==> src/verilog/usp_pkg.sv <==
// Constants shared by the serial port control block
package usp_pkg;
    // ------------------------------------------------------------
    // Register map
    // ------------------------------------------------------------
    localparam logic [7:0] CTL_ADDR = 8'h98;
    localparam logic [7:0] DATA_ADDR = 8'h99;
    localparam logic [3:0] SFR_PAGE = 4'h0;
    localparam logic [7:0] CTL_RESET = 8'h40;
    // ------------------------------------------------------------
    // Control field positions
    // ------------------------------------------------------------
    localparam int FRAME_WIDTH_POS = 7;
    localparam int FIXED_ONE_POS = 6;
    localparam int ADDR_FILTER_POS = 5;
    localparam int RX_ENABLE_POS = 4;
    localparam int TX_NINTH_POS = 3;
    localparam int RX_NINTH_POS = 2;
    localparam int TX_DONE_POS = 1;
    localparam int RX_DONE_POS = 0;
    // ------------------------------------------------------------
    // Frame and buffer sizes
    // ------------------------------------------------------------
    localparam int DATA_BITS = 8;
    localparam int TX_FIFO_DEPTH = 4;
    localparam logic [2:0] LAST_DATA_BIT = 3'h7;
endpackage

==> src/verilog/usp_fifo.sv <==
// Small transmit FIFO with registered read data
`timescale 1ns/1ps
module usp_fifo #(
    parameter int WIDTH = 8,
    parameter int DEPTH = 4
) (
    input wire logic clk,
    input wire logic rstn,
    input wire logic inValid,
    output logic inReady,
    input wire logic [WIDTH-1:0] inData,
    output logic outValid,
    input wire logic outReady,
    output logic [WIDTH-1:0] outData
);
    localparam int AW = (DEPTH > 1) ? $clog2(DEPTH) : 1;
    localparam int CW = $clog2(DEPTH + 1);
    localparam logic [AW-1:0] LAST = AW'(DEPTH - 1);

    // Refused at elaboration, the pointer wrap needs two slots
    if (DEPTH < 2 || WIDTH < 1) begin : gBadSize
        $error("usp_fifo: DEPTH must be at least 2 and WIDTH at least 1");
    end

    logic [WIDTH-1:0] mem [DEPTH];
    logic [AW-1:0] wrPtr_reg;
    logic [AW-1:0] rdPtr_reg;
    logic [CW-1:0] count_reg;

    wire push = inValid & inReady;
    wire pop = outValid & outReady;
    assign inReady = (count_reg != CW'(DEPTH));
    assign outValid = (count_reg != '0);

    // ------------------------------------------------------------
    // Pointers and fill level
    // ------------------------------------------------------------
    always_ff @(posedge clk or negedge rstn) begin
        if (!rstn) begin
            wrPtr_reg <= '0;
            rdPtr_reg <= '0;
            count_reg <= '0;
        end else begin
            if (push) begin
                wrPtr_reg <= (wrPtr_reg == LAST) ? '0 : wrPtr_reg + 1'b1;
            end
            if (pop) begin
                rdPtr_reg <= (rdPtr_reg == LAST) ? '0 : rdPtr_reg + 1'b1;
            end
            if (push && !pop) begin
                count_reg <= count_reg + 1'b1;
            end else if (pop && !push) begin
                count_reg <= count_reg - 1'b1;
            end
        end
    end

    // Storage; popped word appears on outData one cycle after pop
    always_ff @(posedge clk) begin
        if (push) begin
            mem[wrPtr_reg] <= inData;
        end
    end

    always_ff @(posedge clk or negedge rstn) begin
        if (!rstn) begin
            outData <= '0;
        end else if (pop) begin
            outData <= mem[rdPtr_reg];
        end
    end
endmodule

==> src/verilog/usp_serial_port.sv <==
// Serial port control and status logic with transmit and receive framing
// Notes on behaviour
// - Control bit 7 picks 8-bit frame at 0, 9-bit frame at 1.
// - Control bit 6 always reads one; writing it does nothing.
// - 8-bit mode with filter set: receive-done only when stop bit is one.
// - 9-bit mode with filter (bit 5) set: accept only if ninth bit one.
// - Receive enable bit 4 gates start detection; at zero no new frame starts.
// - 9-bit mode sends the transmit ninth bit (bit 3) as ninth bit.
// - Accepted frame loads bit 2 with stop bit or ninth bit per mode.
// - Transmit-done (bit 1) sets at the start of the stop bit.
// - Transmit-done requests the interrupt; only software clears it.
// - Receive-done (bit 0) sets at stop-bit sampling of accepted frame.
// - Receive-done requests the interrupt; only software clears it.
// - Control register sits at 0x98 page 0, every bit bit-addressable.
// - 8-bit frame: start, eight data bits LSB first, stop.
// - 9-bit frame adds programmable ninth bit; received stop ignored.
// - Store a frame only if receive-done is clear and filter passes.
// - Writing the data buffer queues that byte for a transmit frame; a write while the FIFO is full is dropped.
`timescale 1ns/1ps
module usp_serial_port #(
    parameter int FIFO_DEPTH = usp_pkg::TX_FIFO_DEPTH
) (
    input wire logic ref_clk,
    input wire logic resetn,
    input wire logic [7:0] sfrAddr,
    input wire logic [3:0] sfrPage,
    input wire logic sfrWr,
    input wire logic sfrRd,
    input wire logic [7:0] sfrWrData,
    output logic [7:0] sfrRdData,
    input wire logic bitWr,
    input wire logic [7:0] bitAddr,
    input wire logic bitWrData,
    input wire logic timerOverflow,
    input wire logic intEnable,
    output logic intRequest,
    output logic txReady,
    input wire logic rxPin,
    output logic txPin
);
    typedef enum logic [2:0] {
        TX_IDLE, TX_LOAD, TX_START, TX_DATA, TX_NINTH, TX_STOP
    } usp_tx_e;
    typedef enum logic [2:0] {
        RX_IDLE, RX_START, RX_DATA, RX_NINTH, RX_STOP
    } usp_rx_e;

    if (FIFO_DEPTH < 2) begin : gBadDepth
        $error("usp_serial_port: FIFO_DEPTH must be at least 2");
    end

    // ------------------------------------------------------------
    // Reset release and pin synchronisers
    // ------------------------------------------------------------
    logic [1:0] rstSync_reg;
    logic rxMeta_reg;
    logic rxPinS_reg;
    logic rxPrev_reg;
    wire rstn = rstSync_reg[1];

    always_ff @(posedge ref_clk or negedge resetn) begin
        if (!resetn) begin
            rstSync_reg <= 2'h0;
        end else begin
            rstSync_reg <= {rstSync_reg[0], 1'b1};
        end
    end

    always_ff @(posedge ref_clk or negedge rstn) begin
        if (!rstn) begin
            rxMeta_reg <= 1'b1;
            rxPinS_reg <= 1'b1;
            rxPrev_reg <= 1'b1;
        end else begin
            rxMeta_reg <= rxPin;
            rxPinS_reg <= rxMeta_reg;
            rxPrev_reg <= rxPinS_reg;
        end
    end

    // ------------------------------------------------------------
    // Register decode
    // ------------------------------------------------------------
    function automatic logic sfrHit(input logic [7:0] a, input logic [3:0] p,
                                    input logic [7:0] target);
        return (a == target) && (p == usp_pkg::SFR_PAGE);
    endfunction

    function automatic logic pick(input logic cur, input logic m,
                                  input logic v);
        return m ? v : cur;
    endfunction

    wire ctlByteWr = sfrWr & sfrHit(sfrAddr, sfrPage, usp_pkg::CTL_ADDR);
    wire ctlBitWr = bitWr & sfrHit({bitAddr[7:3], 3'h0}, sfrPage,
                                   usp_pkg::CTL_ADDR);
    wire dataWr = sfrWr & sfrHit(sfrAddr, sfrPage, usp_pkg::DATA_ADDR);
    wire ctlRd = sfrRd & sfrHit(sfrAddr, sfrPage, usp_pkg::CTL_ADDR);
    wire dataRd = sfrRd & sfrHit(sfrAddr, sfrPage, usp_pkg::DATA_ADDR);
    wire ctlWrAny = ctlByteWr | ctlBitWr;
    wire [7:0] bitSel = 8'h01 << bitAddr[2:0];
    wire [7:0] wrMask = ctlByteWr ? 8'hFF : (ctlBitWr ? bitSel : 8'h00);
    wire [7:0] wrVal = ctlByteWr ? sfrWrData : {8{bitWrData}};

    // ------------------------------------------------------------
    // Control register fields
    // ------------------------------------------------------------
    logic modeReg_reg;
    logic filterEn_reg;
    logic rxEnable_reg;
    logic txNinth_reg;
    logic rxNinth_reg;
    logic txDone_reg;
    logic rxDone_reg;
    logic [7:0] rxLatch_reg;
    logic rxAccept;
    logic rxNinthVal;
    logic txEnterStop;
    logic [7:0] rxShift_reg;

    wire [7:0] ctlValue = {modeReg_reg, 1'b1, filterEn_reg, rxEnable_reg,
                           txNinth_reg, rxNinth_reg, txDone_reg,
                           rxDone_reg};

    // Hardware set wins over a software clear in the same cycle
    wire txDoneNext = txEnterStop |
        pick(txDone_reg, wrMask[usp_pkg::TX_DONE_POS],
             wrVal[usp_pkg::TX_DONE_POS]);
    wire rxDoneNext = rxAccept |
        pick(rxDone_reg, wrMask[usp_pkg::RX_DONE_POS],
             wrVal[usp_pkg::RX_DONE_POS]);
    wire rxNinthNext = rxAccept ? rxNinthVal :
        pick(rxNinth_reg, wrMask[usp_pkg::RX_NINTH_POS],
             wrVal[usp_pkg::RX_NINTH_POS]);

    always_ff @(posedge ref_clk or negedge rstn) begin
        if (!rstn) begin
            modeReg_reg <= usp_pkg::CTL_RESET[usp_pkg::FRAME_WIDTH_POS];
            filterEn_reg <= usp_pkg::CTL_RESET[usp_pkg::ADDR_FILTER_POS];
            rxEnable_reg <= usp_pkg::CTL_RESET[usp_pkg::RX_ENABLE_POS];
            txNinth_reg <= usp_pkg::CTL_RESET[usp_pkg::TX_NINTH_POS];
            rxNinth_reg <= usp_pkg::CTL_RESET[usp_pkg::RX_NINTH_POS];
            txDone_reg <= usp_pkg::CTL_RESET[usp_pkg::TX_DONE_POS];
            rxDone_reg <= usp_pkg::CTL_RESET[usp_pkg::RX_DONE_POS];
        end else begin
            modeReg_reg <= pick(modeReg_reg, wrMask[usp_pkg::FRAME_WIDTH_POS],
                                wrVal[usp_pkg::FRAME_WIDTH_POS]);
            filterEn_reg <= pick(filterEn_reg,
                                 wrMask[usp_pkg::ADDR_FILTER_POS],
                                 wrVal[usp_pkg::ADDR_FILTER_POS]);
            rxEnable_reg <= pick(rxEnable_reg, wrMask[usp_pkg::RX_ENABLE_POS],
                                 wrVal[usp_pkg::RX_ENABLE_POS]);
            txNinth_reg <= pick(txNinth_reg, wrMask[usp_pkg::TX_NINTH_POS],
                                wrVal[usp_pkg::TX_NINTH_POS]);
            rxNinth_reg <= rxNinthNext;
            txDone_reg <= txDoneNext;
            rxDone_reg <= rxDoneNext;
        end
    end

    // Read data registered, one cycle after the read strobe
    wire [7:0] rdMux = ctlRd ? ctlValue : (dataRd ? rxLatch_reg : 8'h00);
    always_ff @(posedge ref_clk or negedge rstn) begin
        if (!rstn) begin
            sfrRdData <= 8'h00;
        end else if (sfrRd) begin
            sfrRdData <= rdMux;
        end
    end

    assign intRequest = intEnable & (txDone_reg | rxDone_reg);

    // ------------------------------------------------------------
    // Bit-rate dividers
    // ------------------------------------------------------------
    logic txHalf_reg;
    logic rxHalf_reg;
    usp_rx_e rxState_reg;
    usp_rx_e rxState_next;
    wire txTick = timerOverflow & txHalf_reg;
    wire rxSample = timerOverflow & ~rxHalf_reg;
    wire rxFall = rxPrev_reg & ~rxPinS_reg;
    wire rxStartDet = (rxState_reg == RX_IDLE) & rxEnable_reg & rxFall;

    always_ff @(posedge ref_clk or negedge rstn) begin
        if (!rstn) begin
            txHalf_reg <= 1'b0;
            rxHalf_reg <= 1'b0;
        end else begin
            txHalf_reg <= txHalf_reg ^ timerOverflow;
            // Receive divider restarts on a start edge
            rxHalf_reg <= (rxState_reg == RX_IDLE) ? 1'b0 :
                          (rxHalf_reg ^ timerOverflow);
        end
    end

    // ------------------------------------------------------------
    // Transmit buffer and shifter
    // ------------------------------------------------------------
    logic fifoOutValid;
    logic [7:0] fifoOutData;
    usp_tx_e txState_reg;
    usp_tx_e txState_next;
    logic [7:0] txShift_reg;
    logic [2:0] txCount_reg;
    wire fifoPop = (txState_reg == TX_IDLE) & txTick & fifoOutValid;

    usp_fifo #(.WIDTH(usp_pkg::DATA_BITS), .DEPTH(FIFO_DEPTH)) txFifo (
        .clk(ref_clk),
        .rstn(rstn),
        .inValid(dataWr),
        .inReady(txReady),
        .inData(sfrWrData),
        .outValid(fifoOutValid),
        .outReady(fifoPop),
        .outData(fifoOutData)
    );

    wire txLastData = txCount_reg == usp_pkg::LAST_DATA_BIT;
    assign txEnterStop = txTick & ((txState_reg == TX_NINTH) |
        ((txState_reg == TX_DATA) & txLastData & ~modeReg_reg));

    always_comb begin
        txState_next = txState_reg;
        case (txState_reg)
            TX_IDLE: txState_next = fifoPop ? TX_LOAD : TX_IDLE;
            TX_LOAD: txState_next = TX_START;
            TX_START: txState_next = txTick ? TX_DATA : TX_START;
            TX_DATA: begin
                if (txTick && txLastData) begin
                    txState_next = modeReg_reg ? TX_NINTH : TX_STOP;
                end
            end
            TX_NINTH: txState_next = txTick ? TX_STOP : TX_NINTH;
            TX_STOP: txState_next = txTick ? TX_IDLE : TX_STOP;
            default: txState_next = TX_IDLE;
        endcase
    end

    always_ff @(posedge ref_clk or negedge rstn) begin
        if (!rstn) begin
            txState_reg <= TX_IDLE;
            txShift_reg <= 8'h00;
            txCount_reg <= 3'h0;
            txPin <= 1'b1;
        end else begin
            txState_reg <= txState_next;
            if (txState_reg == TX_LOAD) begin
                txShift_reg <= fifoOutData;
                txPin <= 1'b0;
            end else if (txTick && (txState_reg == TX_START ||
                         (txState_reg == TX_DATA && !txLastData))) begin
                txPin <= txShift_reg[0];
                txShift_reg <= {1'b0, txShift_reg[7:1]};
                txCount_reg <= (txState_reg == TX_START) ? 3'h0 :
                               txCount_reg + 3'h1;
            end else if (txTick && txState_next == TX_NINTH) begin
                txPin <= txNinth_reg;
            end else if (txTick && txState_next == TX_STOP) begin
                txPin <= 1'b1;
            end
        end
    end

    // ------------------------------------------------------------
    // Receiver
    // ------------------------------------------------------------
    logic [2:0] rxCount_reg;
    logic rxGotNinth_reg;
    wire rxStopSample = rxSample & (rxState_reg == RX_STOP);
    assign rxNinthVal = modeReg_reg ? rxGotNinth_reg : rxPinS_reg;
    assign rxAccept = rxStopSample & ~rxDone_reg &
                      (~filterEn_reg | rxNinthVal);

    always_comb begin
        rxState_next = rxState_reg;
        case (rxState_reg)
            RX_IDLE: rxState_next = rxStartDet ? RX_START : RX_IDLE;
            RX_START: begin
                if (rxSample) begin
                    rxState_next = rxPinS_reg ? RX_IDLE : RX_DATA;
                end
            end
            RX_DATA: begin
                if (rxSample && rxCount_reg == usp_pkg::LAST_DATA_BIT) begin
                    rxState_next = modeReg_reg ? RX_NINTH : RX_STOP;
                end
            end
            RX_NINTH: rxState_next = rxSample ? RX_STOP : RX_NINTH;
            RX_STOP: rxState_next = rxSample ? RX_IDLE : RX_STOP;
            default: rxState_next = RX_IDLE;
        endcase
    end

    always_ff @(posedge ref_clk or negedge rstn) begin
        if (!rstn) begin
            rxState_reg <= RX_IDLE;
            rxShift_reg <= 8'h00;
            rxCount_reg <= 3'h0;
            rxGotNinth_reg <= 1'b0;
            rxLatch_reg <= 8'h00;
        end else begin
            rxState_reg <= rxState_next;
            if (rxState_reg == RX_START) begin
                rxCount_reg <= 3'h0;
            end else if (rxSample && rxState_reg == RX_DATA) begin
                rxShift_reg <= {rxPinS_reg, rxShift_reg[7:1]};
                rxCount_reg <= rxCount_reg + 3'h1;
            end
            if (rxSample && rxState_reg == RX_NINTH) begin
                rxGotNinth_reg <= rxPinS_reg;
            end
            if (rxAccept) begin
                rxLatch_reg <= rxShift_reg;
            end
        end
    end
endmodule

==> config.mk <==
export PLATFORM = sky130hd
export DESIGN_NAME = usp_serial_port
export DESIGN_NICKNAME = d
export VERILOG_FILES = /design/src/verilog/usp_pkg.sv /design/src/verilog/usp_fifo.sv /design/src/verilog/usp_serial_port.sv
export SDC_FILE = /design/constraint.sdc
export NUM_CORES = 1
export LEC_CHECK = 0
export BUFFER_PORTS_ARGS = -buffer_cell sky130_fd_sc_hd__clkbuf_2
export CORE_UTILIZATION = 53
export CTS_CLUSTER_DIAMETER = 150
export CTS_CLUSTER_SIZE = 40
export DETAILED_ROUTE_END_ITERATION = 8
export MAX_ROUTING_LAYER = met4
export PLACE_DENSITY_LB_ADDON = 0.15
export REMOVE_ABC_BUFFERS = 1
export SYNTH_ARGS = -nofsm -noshare
export SYNTH_HDL_FRONTEND = slang
export SYNTH_SLANG_ARGS = --single-unit
export TNS_END_PERCENT = 5
==> constraint.sdc <==
create_clock -name ref_clk -period 2.6 [get_ports ref_clk]
set_input_delay 0 -clock ref_clk [delete_from_list [all_inputs] [get_ports ref_clk]]
set_output_delay 0 -clock ref_clk [all_outputs]
set_load 0.02 [all_outputs]
# After elaboration in Yosys (flattened, before gate mapping)
# Memory sizes are Yosys's and may differ from the RTL's. A register that Yosys moved wholly into a read port is not among the register bits.
# Cells that the tools add are included.
[totals]
elab_cells = 161
latchBits = 0
rom_bits = 0
ram_bits = 32
output_inout_bits = 11
n_memories = 1
regBits = 67
input_bits = 37
[classes]
n_lt_le_gt_ge = 0
n_mul = 0
div = 0
n_bitwise = 35
reduce_logical = 30
n_mux = 41
shift = 1
n_addsub = 6
eq_ne = 21
[memory_table]
columns = ["name", "depth", "word_bits", "rd", "rd_clocked_by_memory_dff", "write_ports", "line_no", "rtl"]
rows = [
  ["txFifo.mem", 4, 8, 1, 1, 1, "usp_fifo.sv:25", "logic [WIDTH-1:0] mem [DEPTH];"],
]
[ops]
columns = ["cell", "n"]
rows = [
  ["two-way mux 8 bit", 7],
  ["two-way mux 3 bit", 12],
  ["AND 1 bit", 21],
  ["equality test 3 bit, second input constant", 7],
  ["case mux 3 bit (6 select lines)", 1],
  ["two-way mux 1 bit", 17],
  ["equality test 8 bit, second input constant", 2],
  ["case mux 3 bit (5 select lines)", 1],
  ["logical AND 1 bit", 13],
  ["equality test 3 x 2 -> 1 bit, second input constant", 4],
  ["adder 3 x 1 -> 3 bit, second input constant", 3],
  ["nonzero test 2 bit", 4],
  ["left shift 1 x 3 -> 8 bit, first input constant", 1],
  ["NOT 1 bit", 7],
  ["equality test 3 x 1 -> 1 bit, second input constant", 2],
  ["logical NOT 3 bit", 2],
  ["two-way mux 2 bit", 3],
  ["AND reduction 2 bit", 3],
  ["equality test 5 bit, second input constant", 1],
  ["OR 1 bit", 5],
  ["adder 2 x 1 -> 2 bit, second input constant", 2],
  ["equality test 2 bit, second input constant", 2],
  ["logical NOT 1 bit", 4],
  ["logical NOT 4 bit", 1],
  ["other kinds (7)", 9],
]

# Longest topological paths before layout
# Gate-level depths: netlist (run 1).
[depth]
ltp_word = 11
ltp_mapped = 10
mapped_depth_nobuf = 9

# Hierarchy
# From an unflattened synthesis (run 1), not the netlist that was laid out.
[unflattened]
cells_unflattened = 370
hier_area_um2 = 4798.4
[modules_own_cells]
columns = ["module", "area_each_um2", "cells_per_inst", "n_inst", "seq_area_each_um2"]
rows = [
  ["usp_serial_port", 2904.0, 274, 1, 1506.4],
  ["usp_fifo", 1894.3, 96, 1, 1336.3],
]

# Least setup slack after synthesis (run 1)
# Ideal clock, no wire load.
[synth_timing]
path_kind = "flip-flop to flip-flop"
from = "reg txFifo.count_reg[0]"
to = "reg txFifo.count_reg[2]"
required_ps = 2521
path_stages_with_launch = 10
setup_slack_ps = 198
synth_period_minus_slack_ps = 2402
arrival_time_ps = 2322
setup_time_ps = 79
n_path_buf = 1
path_cell_list = "dfrtp_1 -> or3_1 -> nand4b_1 -> buf_1 -> ha_1 -> inv_1 -> fa_1 -> xor2_1 -> nor2_1 -> xor2_1"
[synth_between]
elab_chain_cells = 6
elab_cells_between_ends = 14
classes_between = "2 x add/sub; 1 x eq/ne; 2 x mux; 3 x bitwise; 6 x reduce/logical"
[synth_rtl]
columns = ["element", "line_no", "rtl"]
rows = [
  ["from (decl)", "usp_fifo.sv:28", "logic [CW-1:0] count_reg;"],
  ["from (signal assigned)", "usp_fifo.sv:51", "count_reg <= count_reg + 1'b1;"],
  ["from (signal assigned)", "usp_fifo.sv:53", "count_reg <= count_reg - 1'b1;"],
  ["parallel branches: the longest is 6 deep, another holds subtractor 3 x 1 -> 3 bit", "--", ""],
]
# Several ways; the timed one is not identified. The select of a mux whose other input is x is not followed.
# A chain may end at the register's enable or synchronous reset.

# Worst setup path after layout (run 1)
[layout_timing]
from = "reg txFifo.count_reg[0]"
to = "reg txFifo.count_reg[1]"
[layout_between]
elab_cells_between_ends = 14
classes_between = "2 x add/sub; 1 x eq/ne; 2 x mux; 3 x bitwise; 6 x reduce/logical"
[layout_lines]
columns = ["element", "line_no", "rtl"]
rows = [
  ["!= test 3 bit *", "usp_fifo.sv:32", "assign inReady = (count_reg != CW'(DEPTH));"],
  ["AND 1 bit *", "usp_fifo.sv:30", "wire push = inValid & inReady;"],
  ["via txFifo.push", "usp_fifo.sv:30", ""],
  ["logical NOT 1 bit", "usp_fifo.sv:52", "end else if (pop && !push) begin"],
  ["logical AND 1 bit", "usp_fifo.sv:52", ""],
  ["nonzero test 2 bit (no source line)", "--", ""],
]
# Mark *: on every way through the listed nets, which the timed path passes. The rest lies on a longest branch. The select of a mux whose other input is x is not followed.

==> results.json, run 1 <==
{
  "run_status": "finished clean",
  "power_frac_comb_pct": 14.8,
  "h-tree-depth": 3,
  "synth_seq_cells": 107,
  "crit_arrival_ns": 2.53,
  "fin_crit_sh_pct": 87.4,
  "hold_viol_final": 0,
  "io-pin-count": 48,
  "synthAdderAreaFrac_pct": 3.50,
  "grt_pass1_wl_mm": 15.5,
  "fin_skew_ns": 0.0170,
  "total_power_uw": 3760,
  "largest_register_ff_count": 32,
  "grt_max_degree": 47,
  "die_h_microns": 97.8,
  "clockRootBuffer": "clkbuf_8",
  "nFillCells": 683,
  "vias": 3177,
  "power.switching_uw": 1030,
  "drive_above_1_share_pct": 27.8,
  "fin_tns_setup_ns": 0,
  "grt-ovfl-total": 0,
  "clock_path_buffers": 2,
  "insertion_delay_ns": 0.37,
  "syn2layout_area_growth_pct": 14.6,
  "first_iter_violations": 77,
  "clock_sinks": 107,
  "coreArea_sq_um": 8810,
  "synth.avg_cell_area_sq_um": 12.9,
  "path_buf_inv": 1,
  "synth_compound_area_share_pct": 10.8,
  "grtUsageTotal_pct": 21.7,
  "netlist_area_sq_um": 4860,
  "path_cells": "or3b_2 -> nand3_1 -> nor2_4 -> ha_1 -> inv_1 -> fa_1 -> mux2_2",
  "max_freq_mhz": 440,
  "worst_path_max_delay_cell": "or3b_2",
  "critPathKind": "reg -> reg",
  "synth_top_family_by_area": "multiplexers",
  "drc": 0,
  "drv_cap": 0,
  "hpwl_mm": 6.53,
  "setup_slack_ns": 0.329,
  "yosys_warnings": 0,
  "design.die.area_sq_um": 9570,
  "critPathRequiredTime_ns": 2.85,
  "max-vdd-ir-drop_v": 0.000309,
  "first_pass_iters": 4,
  "drv_slew": 0,
  "start_util_pct": 55.2,
  "regMostFlops": "txFifo.mem",
  "via_per_inst": 5.77,
  "die_w_microns": 97.8,
  "crit_fanout": 7,
  "post_cts_buffers": 0,
  "p_int_uw": 2730,
  "critPathMaxStageDelay_ns": 0.51,
  "synthSimpleGateAreaFrac_pct": 11.7,
  "synth-xor-area-share_pct": 0.540,
  "period_minus_slack_ns": 2.27,
  "wirelength_mm": 9.09,
  "synthDistinctLibCells": 62,
  "share_seq_of_total_power_pct": 55.1,
  "cts_buffers": 9,
  "rsz0062_at_grt": "no",
  "cts_tree": "done",
  "grt_pass1_vias": 3160,
  "max_slew_margin_pct": 40.6,
  "holdWs_ns": 0.0360,
  "synth_edf_count": 32,
  "ys.flop_type": "dfrtp_1",
  "power.density_nw_per_um2": 675,
  "sw_frac_of_total_pct": 27.3,
  "finalSetupViolCount": 0,
  "postSynthCellCount": 377,
  "antenna_found_initial": 0,
  "final_nets": 488,
  "timing.critical_path.to_type": "register",
  "gp_congestion": 0.908,
  "cts_resized": 0,
  "avgRoutedWirePerCell_microns": 16.5,
  "synthMuxAreaShare_pct": 11.9,
  "async_reset_ff_share_pct": 70.1,
  "critical_path.top_delay_family": "simple AND/OR/NAND/NOR gates",
  "clkPwrFrac_pct": 30.1,
  "p_leak_uw": 0.00250,
  "worstMarginPinSlew_ns": 0.882,
  "portBuffers": 47,
  "rows": 34,
  "n_antenna_cell": 0,
  "start_kind": "register",
  "hp-class": "in -> reg",
  "ys_seq_area_share_pct": 58.4,
  "preCtsSetupSlack_ns": 0.160,
  "clkTransAtPathRegs_ns": 0.11,
  "drtAntennaViolNets": 0
}
==> Yosys cell counts, types with 6 or more instances <==
master / number / share of area, %
nor2_1: 18 / 1.4
o21ai_0: 18 / 1.9
a21o_1: 10 / 1.5
o22ai_1: 7 / 0.90
ha_1: 12 / 3.1
edfxtp_1: 32 / 20
clkbuf_1: 11 / 0.85
and2_1: 6 / 0.77
a22o_1: 9 / 1.6
inv_1: 21 / 1.6
nand2_1: 22 / 1.7
a21oi_1: 9 / 0.93
mux2_2: 32 / 7.4
mux4_2: 8 / 3.7
dfrtp_1: 71 / 37
==> placed cells by master (no fill, tap or decap), types with 3 or more instances in the layout <==
| master | n |
|---|---|
| dfrtp_1 | 70 |
| clkbuf_2 | 47 |
| mux2_2 | 32 |
| edfxtp_1 | 32 |
| nand2_1 | 22 |
| inv_1 | 21 |
| nor2_1 | 18 |
| o21ai_0 | 18 |
| dlygate4sd3_1 | 13 |
| ha_1 | 12 |
| a21o_1 | 10 |
| a21oi_1 | 9 |
| a22o_1 | 9 |
| clkbuf_8 | 9 |
| mux4_2 | 8 |
| o22ai_1 | 7 |
| and2_1 | 6 |
| nand2b_1 | 5 |
| nor3_1 | 5 |
| buf_4 | 5 |
| nand3_1 | 4 |
| nor4_1 | 4 |
| mux2i_1 | 4 |
| dfstp_2 | 4 |
| or3b_2 | 3 |
| nor3b_1 | 3 |
| a41oi_1 | 3 |
| nor4_2 | 3 |
| nor2b_1 | 3 |
| nand4_1 | 3 |
==> tightest hold or removal path: cells and delay by family <==
kind	cells	cell delay (ns)
buffers and inverters	1	0.21
and+or+nand+nor	1	0.10
AOI/OAI and AO/OA	1	0.06
==> timing repair <==
action,CTS,global route
setup endpoints to repair,0,0
endpoints found under the hold margin,43,0
hold buffers,13,0
==> path summary, 6_finish.rpt <==
| path | startpoint | end | slack, ns | cells past startpoint |
|---|---|---|---|---|
| max reg2reg | txFifo.count_reg[0]$_DFFE_PN0P_ | txFifo.count_reg[1]$_DFFE_PN0P_ | 0.33 | 7 |
| min | sfrRd | sfrRdData[0]$_DFFE_PN0P_ | 0.04 | 3 |
| min in group asynchronous | rstSync_reg[1]$_DFF_PN0_ | txFifo.outData[3]$_DFFE_PN0P_ | 0.32 | 0 |
| max in group asynchronous | rstSync_reg[1]$_DFF_PN0_ | rxPrev_reg$_DFF_PN1_ | 1.56 | 1 |
| max | txFifo.count_reg[0]$_DFFE_PN0P_ | txFifo.count_reg[1]$_DFFE_PN0P_ | 0.33 | 7 |
| min reg2reg | rstSync_reg[1]$_DFF_PN0_ | txFifo.outData[3]$_DFFE_PN0P_ | 0.32 | 0 |
==> metrics by stage <==
step,cells,util [%],cell area (sq um)
2_1_floorplan,361,-,4790
3_3_place_gp,522,59.3,5220
3_5_place_dp,522,59.3,5220
4_1_cts,551,63.3,5580
5_1_grt,551,63.3,5580
6_report,551,63.3,5580
==> area by class of cell <==
class	count	area, sq um	share of cell area, %
inverter	21	78.8	1.41
clock inverter	6	95.1	1.71
sequential	107	2840	51.0
timing repair buffer	66	423	7.58
clock buffer	10	128	2.29
tap	108	135	2.42
multi-input combinational	233	1870	33.6
==> layer usage <==
layer / global-route usage (%) / up-vias / wire [microns] / share of wire (%)
li1: - / 1526 / - / -
met1: 30.6 / 1565 / 4340 / 48
met2: 32.2 / 77 / 4300 / 47
met3: 3.15 / 9 / 338 / 3.7
met4: 8.04 / 0 / 110 / 1.2
met5: - / - / 0 / 0
==> kinds of logic after synthesis <==
kind of cell	after synthesis
flip-flops	107
AND/OR/NAND/NOR	96
AO/OA/AOI/OAI	76
multiplexers	44
buffers and inverters	37
adder cells (fa/ha/maj)	13
XOR/XNOR	3
other	1
==> power by group through the flow <==
stage	Combinational (uW)	Sequential (uW)	Clock [uW]
6_report	558	2070	1130
5_1_grt	641	2110	1220
4_1_cts	569	2080	1160
3_5_place_dp	554	2110	0
3_3_place_gp	525	2100	0
2_1_floorplan	386	2070	0
Power figures use the tool's default switching activity.
==> run 2: changes to the inputs <==
Settings changed: PLACE_DENSITY set to 0.8, PLACE_DENSITY_LB_ADDON 0.15 to not set, RECOVER_POWER set to 25.
==> run 2 against run 1 <==
Effect of this change: core utilization down 0.30 points; register-to-register slack worse by 0.05 ns; non-clock buffer count up 1; first-iteration DRC count up 120%; cell count up 0.18%; sequential share of layout area up 0.22 points; critical endpoint unchanged; count of clock-buffer cells in the layout down 1; the flow now finishes with violations (design-rule violations).
==> results.json, run 2 (synthesis results as in run 1) <==
{
  "run_status": "finished, violations left",
  "violations": "design-rule violations",
  "hold_viol_final": 0,
  "max_slew_margin_pct": 21.4,
  "final_cell_mix": "71 x dfrtp_1, 39 x clkbuf_2, 32 x mux2_2, 32 x edfxtp_1, 22 x nand2_1",
  "n_antenna_cell": 0,
  "timing.critical_path.to_type": "register",
  "antenna_found_initial": 0,
  "grtUsageTotal_pct": 21.5,
  "start_util_pct": 55.2,
  "cts_tree": "done",
  "hpwl_mm": 6.54,
  "largest_register_ff_count": 32,
  "insertion_delay_ns": 0.37,
  "coreArea_sq_um": 8810,
  "design.die.area_sq_um": 9570,
  "cts_buffers": 9,
  "clock_path_buffers": 2,
  "drv_slew": 0,
  "grt_max_degree": 47,
  "first_iter_violations": 166,
  "hp-class": "in -> reg",
  "max-vdd-ir-drop_v": 0.000348,
  "drive_above_1_share_pct": 25.9,
  "nFillCells": 643,
  "drtAntennaViolNets": 0,
  "vias": 3221,
  "p_leak_uw": 0.00247,
  "instances_no_fill": 552,
  "avgRoutedWirePerCell_microns": 16.7,
  "fin_crit_sh_pct": 89.4,
  "clock_sinks": 107,
  "clockRootBuffer": "clkbuf_8",
  "post_cts_buffers": 0,
  "finalSetupViolCount": 0,
  "die_w_microns": 97.8,
  "final_nets": 489,
  "critPathKind": "reg -> reg",
  "rows": 34,
  "power.density_nw_per_um2": 659,
  "crit_arrival_ns": 2.58,
  "final_common_cell": "dfrtp_1",
  "fin_skew_ns": 0.0136,
  "via_per_inst": 5.84,
  "h-tree-depth": 3,
  "grt_pass1_vias": 3203,
  "regMostFlops": "txFifo.mem",
  "dp.cells": 523,
  "wirelength_mm": 9.24,
  "first_pass_iters": 6,
  "rsz0062_at_grt": "no",
  "grt_pass1_wl_mm": 15.6,
  "gp_congestion": 0.862,
  "start_kind": "register",
  "portBuffers": 47,
  "max_freq_mhz": 430,
  "syn2layout_area_growth_pct": 14.1,
  "fin_tns_setup_ns": 0,
  "clkTransAtPathRegs_ns": 0.11,
  "drv_cap": 0,
  "io-pin-count": 48,
  "drc": 2,
  "worstMarginPinSlew_ns": 1.18,
  "die_h_microns": 97.8,
  "period_minus_slack_ns": 2.32,
  "critPathRequiredTime_ns": 2.86,
  "crit_fanout": 7,
  "grt-ovfl-total": 0
}
-- run 2: area by class of cell --
class	instances	area (sq um)	share of cell area, %
clock buffers	9	124	2.23
clock inverters	7	76.3	1.38
inverters	21	78.8	1.42
multi-input cells	233	1870	33.7
flip-flops and latches	107	2840	51.2
well taps	108	135	2.43
repair buffers	67	420	7.57
-- run 2: worst paths after layout --
check	slack, ns	start	endpoint	depth (start not counted)
setup / recovery	0.28	txFifo.count_reg[0]$_DFFE_PN0P_	txFifo.count_reg[1]$_DFFE_PN0P_	7
hold / removal	0.04	sfrRd	sfrRdData[5]$_DFFE_PN0P_	3
setup reg to reg	0.28	txFifo.count_reg[0]$_DFFE_PN0P_	txFifo.count_reg[1]$_DFFE_PN0P_	7
hold reg to reg	0.38	rxMeta_reg$_DFF_PN1_	rxPinS_reg$_DFF_PN1_	0
max in group asynchronous	1.23	rstSync_reg[1]$_DFF_PN0_	txPin$_DFFE_PN1P_	1
min in group asynchronous	0.49	resetn	rstSync_reg[1]$_DFF_PN0_	3
-- run 2: through the flow --
stage          setup slack, ns  instance area [sq um]  total power (uW)  hold WS (ns)  util, %
3_3_place_gp             0.235                   5230              2620        -0.215     59.4
6_report                 0.276                   5550              3660        0.0416     63.0
3_5_place_dp             0.128                   5230              2670        -0.210     59.4
2_1_floorplan            0.303                   4790              2460        -0.296        -
4_1_cts                  0.278                   5560              3670        0.0201     63.2
5_1_grt                  0.224                   5550              3840        0.0584     63.0
-- run 2: layer usage --
layer / vias up / part of all wire, % / track usage, % / wire length, microns
li1: 1520 / - / - / -
met1: 1592 / 45 / 29.0 / 4120
met2: 90 / 48 / 33.0 / 4460
met4: 0 / 2.5 / 9.32 / 232
met5: - / 0 / - / 0
met3: 19 / 4.7 / 3.08 / 435
-- run 2: repair_timing --
action | 4_1_cts | 5_1_grt
hold endpoints to repair | 42 | 0
gates resized for setup | 0 | 0
hold buffers | 13 | 0
-- run 2: worst max-delay path, cell delays in order, from the launching register on --
cell	delay, ns
dfrtp_1	0.45
or3b_2	0.51
nand3_1	0.19
nor2_4	0.08
ha_1	0.22
inv_1	0.07
fa_1	0.42
mux2_2	0.28
-- run 2: power breakdown --
part	switching (uW)	internal [uW]
logic	297	280
registers	171	1900
clock network	621	384
total	1090	2570
==> run 3: changes to the inputs <==
Settings changed: MAX_ROUTING_LAYER met4 to not set.
==> run 3 against run 2 <==
Effect of this change: the flow still finishes with violations (design-rule violations); non-clock buffer count did not move; sequential share of layout area is the same; worst hold slack worse by 0.0011 ns; core utilization unchanged; combinational power barely moved; clock power about the same; largest power group unchanged.
==> results.json, run 3 (synthesis results as in run 1) <==
{
  "grt_pass1_wl_mm": 15.6,
  "finalSetupViolCount": 0,
  "rows": 34,
  "via_per_inst": 5.81,
  "first_iter_violations": 165,
  "drtAntennaViolNets": 0,
  "p_leak_uw": 0.00247,
  "grt-ovfl-total": 0,
  "coreArea_sq_um": 8810,
  "holdWs_ns": 0.0405,
  "first_pass_iters": 7,
  "max-vdd-ir-drop_v": 0.000348,
  "cts_tree": "done",
  "die_w_microns": 97.8,
  "gp_congestion": 0.849,
  "die_h_microns": 97.8,
  "drive_above_1_share_pct": 25.9,
  "drv_slew": 0,
  "crit_fanout": 7,
  "worst_path_max_delay_cell": "or3b_2",
  "dp.cells": 523,
  "max_slew_margin_pct": 21.2,
  "clock_sinks": 107,
  "grtUsageTotal_pct": 20.8,
  "nFillCells": 643,
  "timing.critical_path.to_type": "register",
  "violations": "design-rule violations",
  "start_kind": "register",
  "fin_area_sq_um": 5550,
  "cts_buffers": 9,
  "insertion_delay_ns": 0.37,
  "hpwl_mm": 6.54,
  "io-pin-count": 48,
  "seqCellArea_sq_um": 2840,
  "h-tree-depth": 3,
  "critPathKind": "reg -> reg",
  "final_nets": 489,
  "run_status": "finished, violations left",
  "grt_max_degree": 47,
  "worstMarginPinSlew_ns": 1.18,
  "clockRootBuffer": "clkbuf_8",
  "avgRoutedWirePerCell_microns": 16.8,
  "fin_tns_setup_ns": 0,
  "critPathRequiredTime_ns": 2.86,
  "place_area_sq_um": 5230,
  "path_cells": "or3b_2 -> nand3_1 -> nor2_4 -> ha_1 -> inv_1 -> fa_1 -> mux2_2",
  "n_antenna_cell": 0,
  "instances_no_fill": 552,
  "final_common_cell": "dfrtp_1",
  "rsz0062_at_grt": "no",
  "syn2layout_area_growth_pct": 14.1,
  "max_freq_mhz": 431,
  "period_minus_slack_ns": 2.32,
  "grt_pass1_vias": 3211,
  "fin_crit_sh_pct": 89.3,
  "vias": 3205,
  "regMostFlops": "txFifo.mem",
  "antenna_found_initial": 0,
  "largest_register_ff_count": 32,
  "critPathMaxStageDelay_ns": 0.51,
  "drc": 2,
  "drv_cap": 0,
  "crit_arrival_ns": 2.58,
  "wirelength_mm": 9.27,
  "clkTransAtPathRegs_ns": 0.11,
  "final_cell_mix": "71 x dfrtp_1, 39 x clkbuf_2, 32 x mux2_2, 32 x edfxtp_1, 22 x nand2_1",
  "design.die.area_sq_um": 9570,
  "hp-class": "in -> reg",
  "hold_viol_final": 0,
  "fin_skew_ns": 0.0155,
  "multi_input_area_sq_um": 1870,
  "start_util_pct": 55.2,
  "portBuffers": 47,
  "power.density_nw_per_um2": 659,
  "clock_path_buffers": 2
}
## run 3: cell counts in the layout (fill, tap and decap cells not counted)
Identical to the previous run, type by type.
## run 3: worst max-delay path: cells and delay by family (launching register included)
family                   cells  cell delay (ns)
buffers and inverters        1             0.07
multiplexers                 1             0.28
AND/OR/NAND/NOR              3             0.78
adder cells (fa/ha/maj)      2             0.64
flip-flops                   1             0.45
## run 3: final timing paths
| kind | start | to | slack [ns] | depth (start not counted) |
|---|---|---|---|---|
| min in group asynchronous | resetn | rstSync_reg[1]$_DFF_PN0_ | 0.49 | 3 |
| worst min-delay path | sfrRd | sfrRdData[5]$_DFFE_PN0P_ | 0.04 | 3 |
| worst max register to register | txFifo.count_reg[0]$_DFFE_PN0P_ | txFifo.count_reg[1]$_DFFE_PN0P_ | 0.28 | 7 |
| max in group asynchronous | rstSync_reg[1]$_DFF_PN0_ | txPin$_DFFE_PN1P_ | 1.23 | 1 |
| worst min register to register | rxMeta_reg$_DFF_PN1_ | rxPinS_reg$_DFF_PN1_ | 0.38 | 0 |
| worst max-delay path | txFifo.count_reg[0]$_DFFE_PN0P_ | txFifo.count_reg[1]$_DFFE_PN0P_ | 0.28 | 7 |
## run 3: report_power, final
group	switching (uW)	leakage, uW	internal (uW)
Combinational	297	0.00110	280
Clock	622	0.000103	384
Sequential	169	0.00127	1900
## run 3: metrics by stage
stage | power, uW | setup WS [ns] | utilization (%)
final | 3660 | 0.278 | 63.0
after global routing | 3840 | 0.224 | 63.0
after CTS | 3670 | 0.278 | 63.2
after detailed placement | 2670 | 0.128 | 59.4
after global placement | 2620 | 0.235 | 59.4
after floorplan | 2460 | 0.303 | -
## run 3: area by class of cell
class	instances	area share, %
multi-input cells	233	33.7
inverters	21	1.42
clock inverters	7	1.38
clock buffers	9	2.23
flip-flops and latches	107	51.2
well taps	108	2.43
repair buffers	67	7.57
## run 3: what timing repair did
item                                   CTS  global route
setup buffers                            0             0
endpoints found under the hold margin   42             0
resized for setup                        0             0
hold buffers                            13             0
setup endpoints to repair                0             0
## run 3: routing by layer
metal  vias up  routed length, microns  GRT usage, %  share of wire (%)
met5         -                       0             0                  0
met4         0                     227          9.32                2.4
met3        20                     383          2.86                4.1
met2        96                    4450          33.1                 48
met1      1574                    4220          29.0                 45
li1       1515                       -             -                  -
